==> src/rtl/tmr8_pkg.sv <==
// Constants for the 8-bit timer with shared prescaler
package tmr8_pkg;
  localparam logic [2:0] ADDR_CONTROL = 3'h0;
  localparam logic [2:0] ADDR_COUNT = 3'h1;
  localparam logic [2:0] ADDR_MASK = 3'h2;
  localparam logic [2:0] ADDR_FLAGS = 3'h3;
  localparam logic [2:0] ADDR_SFIO = 3'h4;
  localparam logic [2:0] ADDR_WIDE_SEL = 3'h5;
  localparam int SEL_LSB = 0;
  localparam int SEL_W = 3;
  localparam int OVF_ENABLE_BIT = 0;
  localparam int OVF_FLAG_BIT = 0;
  localparam int PSC_RESET_BIT = 0;
  localparam int PSC_W = 10;
  localparam logic [2:0] SEL_STOP = 3'h0;
  localparam logic [2:0] SEL_CLK = 3'h1;
  localparam logic [2:0] SEL_DIV8 = 3'h2;
  localparam logic [2:0] SEL_DIV64 = 3'h3;
  localparam logic [2:0] SEL_DIV256 = 3'h4;
  localparam logic [2:0] SEL_DIV1024 = 3'h5;
  localparam logic [2:0] SEL_FALL = 3'h6;
  localparam logic [2:0] SEL_RISE = 3'h7;
  localparam logic [7:0] RESET_BYTE = 8'h00;
  localparam logic [7:0] COUNT_MAX = 8'hff;
endpackage

==> src/rtl/tmr8_timer.sv <==
// 8-bit timer, shared 10-bit prescaler, external count pin and CPU registers
`timescale 1ns/1ns
module tmr8_timer #(
  parameter int CNT_W = 8
) (
  input wire logic mclk_i,
  input wire logic srst_i,
  input wire logic [2:0] addr_i,
  input wire logic [7:0] wdata_i,
  input wire logic wr_i,
  input wire logic rd_i,
  output logic [7:0] rdata_o,
  input wire logic external_count_pin_i,
  input wire logic wide_timer_count_pin_i,
  input wire logic global_irq_enable_i,
  input wire logic ovf_vector_ack_i,
  output logic ovf_irq_o,
  output logic wide_tick_o
);
  // Only the 8-bit counter width is served
  if (CNT_W != 8) begin : g_bad_cnt_w
    $error("tmr8_timer supports an 8-bit counter only");
  end

  // Channel 0 feeds this timer, channel 1 the wide timer
  localparam int N_CH = 2;
  localparam int CH_OWN = 0;
  localparam int CH_WIDE = 1;

  // Register address match, used by every write decoder
  function automatic logic reg_hit(input logic [2:0] addr, input logic [2:0] target);
    reg_hit = addr == target;
  endfunction

  // Tick from a select code, shared by both timers
  function automatic logic tick_of(input logic [2:0] sel, input logic [9:0] psc,
                                   input logic rise, input logic fall);
    case (sel)
      tmr8_pkg::SEL_STOP: begin
        tick_of = 1'b0;
      end
      tmr8_pkg::SEL_CLK: begin
        tick_of = 1'b1;
      end
      tmr8_pkg::SEL_DIV8: begin
        tick_of = &psc[2:0];
      end
      tmr8_pkg::SEL_DIV64: begin
        tick_of = &psc[5:0];
      end
      tmr8_pkg::SEL_DIV256: begin
        tick_of = &psc[7:0];
      end
      tmr8_pkg::SEL_DIV1024: begin
        tick_of = &psc[9:0];
      end
      tmr8_pkg::SEL_FALL: begin
        tick_of = fall;
      end
      tmr8_pkg::SEL_RISE: begin
        tick_of = rise;
      end
      default: begin
        tick_of = 1'b0;
      end
    endcase
  endfunction

  // Read word for one address; unmapped and write-only bits give zero
  function automatic logic [7:0] read_word(input logic [2:0] addr,
                                           input logic [2:0] sel,
                                           input logic [7:0] count,
                                           input logic ovf_en,
                                           input logic ovf_flag,
                                           input logic [2:0] wide_sel);
    case (addr)
      tmr8_pkg::ADDR_CONTROL: begin
        read_word = {5'h00, sel};
      end
      tmr8_pkg::ADDR_COUNT: begin
        read_word = count;
      end
      tmr8_pkg::ADDR_MASK: begin
        read_word = {7'h00, ovf_en};
      end
      tmr8_pkg::ADDR_FLAGS: begin
        read_word = {7'h00, ovf_flag};
      end
      tmr8_pkg::ADDR_SFIO: begin
        read_word = 8'h00;
      end
      tmr8_pkg::ADDR_WIDE_SEL: begin
        read_word = {5'h00, wide_sel};
      end
      default: begin
        read_word = 8'h00;
      end
    endcase
  endfunction

  logic [2:0] sel_r;
  logic [2:0] wide_sel_r;
  logic [7:0] count_r;
  logic ovf_en_r;
  logic ovf_flag_r;
  logic [9:0] psc_r;
  logic [N_CH-1:0] pin_in;
  logic [N_CH-1:0] pin_rise;
  logic [N_CH-1:0] pin_fall;
  logic timer_tick;
  logic wide_tick_nxt;
  logic wr_control;
  logic wr_count;
  logic wr_mask;
  logic wr_flags;
  logic wr_sfio;
  logic wr_wide_sel;
  logic psc_clear;
  logic count_at_max;
  logic ovf_event;
  logic flag_clear_sw;

  // Write decoders
  assign wr_control = wr_i && reg_hit(addr_i, tmr8_pkg::ADDR_CONTROL);
  assign wr_count = wr_i && reg_hit(addr_i, tmr8_pkg::ADDR_COUNT);
  assign wr_mask = wr_i && reg_hit(addr_i, tmr8_pkg::ADDR_MASK);
  assign wr_flags = wr_i && reg_hit(addr_i, tmr8_pkg::ADDR_FLAGS);
  assign wr_sfio = wr_i && reg_hit(addr_i, tmr8_pkg::ADDR_SFIO);
  assign wr_wide_sel = wr_i && reg_hit(addr_i, tmr8_pkg::ADDR_WIDE_SEL);

  // Reset bit is a strobe only, never stored
  assign psc_clear = wr_sfio && wdata_i[tmr8_pkg::PSC_RESET_BIT];

  // Free-running prescaler shared with the wide timer
  always_ff @(posedge mclk_i) begin
    if (srst_i || psc_clear) begin
      psc_r <= '0;
    end else begin
      psc_r <= psc_r + 10'h001;
    end
  end

  // Pin levels into the sampling channels
  assign pin_in[CH_OWN] = external_count_pin_i;
  assign pin_in[CH_WIDE] = wide_timer_count_pin_i;

  // Two-stage sampling stands in for latch plus register
  for (genvar ch = 0; ch < N_CH; ch++) begin : g_pin_sync
    logic smp_a_r;
    logic smp_b_r;
    logic smp_d_r;

    always_ff @(posedge mclk_i) begin
      if (srst_i) begin
        smp_a_r <= 1'b0;
        smp_b_r <= 1'b0;
        smp_d_r <= 1'b0;
      end else begin
        smp_a_r <= pin_in[ch];
        smp_b_r <= smp_a_r;
        smp_d_r <= smp_b_r;
      end
    end

    // One pulse per sampled edge
    assign pin_rise[ch] = smp_b_r & ~smp_d_r;
    assign pin_fall[ch] = ~smp_b_r & smp_d_r;
  end

  // Edge pulses bypass the prescaler
  assign timer_tick = tick_of(sel_r, psc_r, pin_rise[CH_OWN],
                              pin_fall[CH_OWN]);
  assign wide_tick_nxt = tick_of(wide_sel_r, psc_r, pin_rise[CH_WIDE],
                                 pin_fall[CH_WIDE]);

  // Clock select of this timer
  always_ff @(posedge mclk_i) begin
    if (srst_i) begin
      sel_r <= tmr8_pkg::SEL_STOP;
    end else if (wr_control) begin
      sel_r <= wdata_i[tmr8_pkg::SEL_LSB +: tmr8_pkg::SEL_W];
    end
  end

  // Separate clock select of the wide timer
  always_ff @(posedge mclk_i) begin
    if (srst_i) begin
      wide_sel_r <= tmr8_pkg::SEL_STOP;
    end else if (wr_wide_sel) begin
      wide_sel_r <= wdata_i[tmr8_pkg::SEL_LSB +: tmr8_pkg::SEL_W];
    end
  end

  // Overflow interrupt enable
  always_ff @(posedge mclk_i) begin
    if (srst_i) begin
      ovf_en_r <= 1'b0;
    end else if (wr_mask) begin
      ovf_en_r <= wdata_i[tmr8_pkg::OVF_ENABLE_BIT];
    end
  end

  // Counter; tick is an enable only
  always_ff @(posedge mclk_i) begin
    if (srst_i) begin
      count_r <= tmr8_pkg::RESET_BYTE;
    end else if (wr_count) begin
      count_r <= wdata_i;
    end else if (timer_tick) begin
      count_r <= count_r + 8'h01;
    end
  end

  // Overflow only from a tick that the counter actually takes
  assign count_at_max = count_r == tmr8_pkg::COUNT_MAX;
  assign ovf_event = timer_tick && !wr_count && count_at_max;
  assign flag_clear_sw = wr_flags && wdata_i[tmr8_pkg::OVF_FLAG_BIT];

  // Set beats both clears
  always_ff @(posedge mclk_i) begin
    if (srst_i) begin
      ovf_flag_r <= 1'b0;
    end else if (ovf_event) begin
      ovf_flag_r <= 1'b1;
    end else if (ovf_vector_ack_i) begin
      ovf_flag_r <= 1'b0;
    end else if (flag_clear_sw) begin
      ovf_flag_r <= 1'b0;
    end
  end

  // Overflow request, one cycle behind its terms
  always_ff @(posedge mclk_i) begin
    if (srst_i) begin
      ovf_irq_o <= 1'b0;
    end else begin
      ovf_irq_o <= ovf_en_r & global_irq_enable_i & ovf_flag_r;
    end
  end

  // Registered tick for the wide timer
  always_ff @(posedge mclk_i) begin
    if (srst_i) begin
      wide_tick_o <= 1'b0;
    end else begin
      wide_tick_o <= wide_tick_nxt;
    end
  end

  // Read data stand for the one cycle after the strobe
  always_ff @(posedge mclk_i) begin
    if (srst_i) begin
      rdata_o <= 8'h00;
    end else if (rd_i) begin
      rdata_o <= read_word(addr_i, sel_r, count_r, ovf_en_r, ovf_flag_r,
                           wide_sel_r);
    end else begin
      rdata_o <= 8'h00;
    end
  end

  // Prescaler width fixed by the register map
  if (tmr8_pkg::PSC_W != 10) begin : g_bad_psc_w
    $error("tmr8_timer needs a 10-bit prescaler");
  end
endmodule

==> config.mk <==
export PLATFORM = sky130hd
export DESIGN_NAME = tmr8_timer
export DESIGN_NICKNAME = d
export VERILOG_FILES = /design/src/rtl/tmr8_pkg.sv /design/src/rtl/tmr8_timer.sv
export SDC_FILE = /design/constraint.sdc
export NUM_CORES = 1
export LEC_CHECK = 0
export BUFFER_PORTS_ARGS = -buffer_cell sky130_fd_sc_hd__buf_2
export CELL_PAD_IN_SITES_DETAIL_PLACEMENT = 0
export CELL_PAD_IN_SITES_GLOBAL_PLACEMENT = 1
export CORE_UTILIZATION = 38
export DETAILED_ROUTE_END_ITERATION = 10
export HOLD_SLACK_MARGIN = 0.15
export PLACE_DENSITY_LB_ADDON = 0.1
export SKIP_LAST_GASP = 1
export SLEW_MARGIN = 20
export SYNTH_ARGS = -nofsm -noshare
export SYNTH_HDL_FRONTEND = slang
export SYNTH_SLANG_ARGS = --single-unit
==> constraint.sdc <==
create_clock -name mclk_i -period 4.5 [get_ports mclk_i]
set_clock_uncertainty 0.2 [all_clocks]
set_input_delay 0.9 -clock mclk_i [delete_from_list [all_inputs] [get_ports mclk_i]]
set_output_delay 0.9 -clock mclk_i [all_outputs]
set_load 0.02 [all_outputs]
==> results.md <==
- DP Worst Slack: 1.87 ns
- Post-Synthesis Cell Area: 0.00193 mm2
- CP peak stage delay: 0.42 ns
- Die Footprint: 0.00536 mm2
- Finished Core Util: 45.8%
- Actual slew at the worst max-slew pin: 0.562 ns
- Worst EP arrival: 2.33 ns
- CP Max Fanout: 15
- Clock root buffer: clkbuf_8
- Met3 GRT Util: 4.56%
- Worst-path clk slew: 0.08 ns
- Post-route setup TNS: 0 ns
- Hold Path Origin: g_pin_sync[0].smp_a_r$_SDFF_PP0_
- CTS buffer count: 5
- Cell family with most CP delay: simple AND/OR/NAND/NOR gates
- Synth top area share: 43.6%
- Reg2Reg Setup Slack: 2.24 ns
- Worst rel slew slack: 62.5%
- Max rail drop VDD: 0.000148 V
- Int Power: 0.560 mW
- DR vias: 1,546
- Tcrit/Tclk final: 52.7%
- Slew Limit Fails: 0
- Worst min path class: reg -> reg
- Slowest CP cell: nand2_1
- Longest Clk Path Bufs: 2
- Status: complete, no violations
- Met2 Track Usage GR: 25.4%
- Vias in the first global route: 1,405
- Via/cell ratio: 5.14
- # port buffers: 28
- Hold Buf Count CTS: 0
- WS Path Type: in -> reg
- Clock Latency Late Sink: 0.30 ns
- Asr flop ratio synth: 0%
- Initial Util: 40.3%
- Drt total wl: 4020 um
- Slack of the critical path: 2.13 ns
- Top-count cell post-synth: dfxtp_1
- Worst-path cell chain: buf_2 > nor2b_1 > nand2_1 > and3_1 > a21oi_1 > o22ai_1
- Comb power frac: 7.1%
- Hold Slack: 0.246 ns
- Max-cap viol count: 0
- Diodes inserted: 0
- Flops & latches, synth: 42
- First-pass GRT wire length: 6890 um
- Syn Nets: 231
- Bufs and invs on worst path: 1
- Initial DRT Pass Iterations: 4
- Worst-case reg-to-reg path depth: 7
- RSZ-0062 raised after global routing: false
- Share of post-route cells with drive strength above 1: 18.4%
- Reg-to-reg endpoint: count_r[6]$_SDFFE_PP0P_
- Dominant cell type by area after synthesis: dfxtp_1
- RD Place Congestion: 0.787
- Layout Cells excl Fill: 301
- Final hold violation count: 0
- Placed insts: 293
- # clock sinks: 42
- Switching pwr: 0.169 mW
- DR iter-0 viols: 80
- Syn Inst Count: 209
- Tmin final: 2.37 ns
- I/O pins: 29
- Post-synth top cells: 42 x dfxtp_1, 30 x nor2_1, 12 x mux2i_1
- GRT Util Overall: 17.0%
- Die Width: 73.2 um
- Largest net degree at the start of global routing: 28
- Final setup viols: 0
- Lkg Pwr: 0.889 nW
- Reg-to-reg startpoint: psc_r[0]$_SDFF_PP0_
- Row count: 25
- Layout Area Growth over Synthesis: 13.8%
- CP required: 4.46 ns
- Crit path capture type: flip-flop
- PwrDens: 333 mW/mm2
- Warning count from the yosys run: 0
- CTS tree: built
- Sw frac: 23.2%
- Fin nets: 255
- Most used DFF post-synth: dfxtp_1
- Core Box Area: 0.00479 mm2
- Hold worst-path end: g_pin_sync[0].smp_b_r$_SDFF_PP0_
- Synth area leaders: dfxtp_1 44%, mux2i_1 6.2%, nor2_1 5.8%
- Initial antenna violation count: 0
- Max Fclk: 422 MHz
- Met1 usage: 23.3%
- EDFF count, synth: 0
- Antenna Nets Post-Route: 0
- Fill cells: 476
- Sequential share of power: 54.2%
- DIE HEIGHT: 73.2 um
- Synth unique cells: 42
- Gr busiest metal: met2
- Clock Power Share: 38.7%
- Remaining global-route overflow: 0
- H-tree level count: 2
- Crit start category: input port
- WHS Path Cells: 1
- Post-CTS sizing: 0
- Drt drc: 0
- Register area share after synthesis: 43.6%
- WL/cell: 13.4 um
- Placed wire-length estimate: 2880 um
- Post-CTS setup buffer count: 0
- Syn_area_per_cell: 9.22 um2
[cells by family after synthesis]
kind of cell	Yosys count	share of synthesized area, %
xor+xnor	7	3.18
simple gates	92	24.9
flops	42	43.6
buf+inv	19	5.32
mux	15	8.57
fa+ha+maj	3	1.95
compound gates	31	12.5
[sequential cells by signal, summed over array words and instances, names as in the netlist]
signal and cells:
psc_r 10, count_r 8, rdata_o 8, sel_r 3, wide_sel_r 3, g_pin_sync.smp_a_r 2, g_pin_sync.smp_b_r 2, g_pin_sync.smp_d_r 2
ovf_en_r 1, ovf_flag_r 1, ovf_irq_o 1, wide_tick_o 1
[worst max-delay path by stage]
stage                                   end       from  cells past startpoint  slack, ns
detailed placement  count_r[3]$_SDFFE_PP0P_  addr_i[0]                      6       1.87
CTS                 count_r[3]$_SDFFE_PP0P_  addr_i[0]                      6       2.17
global route        count_r[3]$_SDFFE_PP0P_  addr_i[0]                      6       1.94
global placement    ovf_flag_r$_SDFFE_PP0P_  addr_i[0]                      6       1.93
finish              count_r[3]$_SDFFE_PP0P_  addr_i[0]                      6       2.13
floorplan           count_r[4]$_SDFFE_PP0P_  addr_i[0]                      6       2.09
[power groups by stage]
stage	sequential, mW	combinational [mW]	clock, mW
2_1_floorplan	0.397	0.0417	0
3_3_place_gp	0.403	0.0502	0
3_5_place_dp	0.404	0.0517	0
4_1_cts	0.395	0.0522	0.293
5_1_grt	0.397	0.0589	0.312
6_report	0.395	0.0518	0.282
[final cells by class]
cell class	instances	area, um2	area share [%]
Multi-Input combinational cell	148	983	44.9
Sequential cell	42	841	38.4
Tap cell	67	83.8	3.82
Clock buffer	8	110	5.02
Timing Repair Buffer	29	148	6.74
Inverter	7	26.3	1.20
[routing by layer]
layer / routed length, um / vias up
met3: 154 / 6
met4: 64 / 0
met1: 2010 / 722
met2: 1790 / 26
met5: 0 / -
li1: - / 792
[stage by stage]
stage | total power [mW] | area (um2)
6_report | 0.729 | 2190
2_1_floorplan | 0.439 | 1930
3_3_place_gp | 0.454 | 2080
4_1_cts | 0.740 | 2190
5_1_grt | 0.768 | 2190
3_5_place_dp | 0.456 | 2080
[cell usage in the layout (no fill, tap or decap), types with 2 or more instances in the layout]
cell and n:
nand2b_1 3, or3_1 2, nor3b_1 2, nor2_1 30
and4b_1 2, a22oi_1 2, inv_1 7, nand2_1 10
o21ai_0 2, ha_1 3, xnor2_1 2, nand4_1 4
a311oi_1 3, dfxtp_1 42, a21oi_1 8, nand3b_1 2
nand3_1 8, mux2_2 2, and2_1 7, o211ai_1 2
and3_1 4, a211oi_1 3, o22ai_1 2, clkbuf_8 8
nor2b_1 10, mux2i_1 12, nor3_1 2, buf_2 28
nor4_1 4, a2111oi_2 3, xor2_1 5
Power figures use the tool's default switching activity.
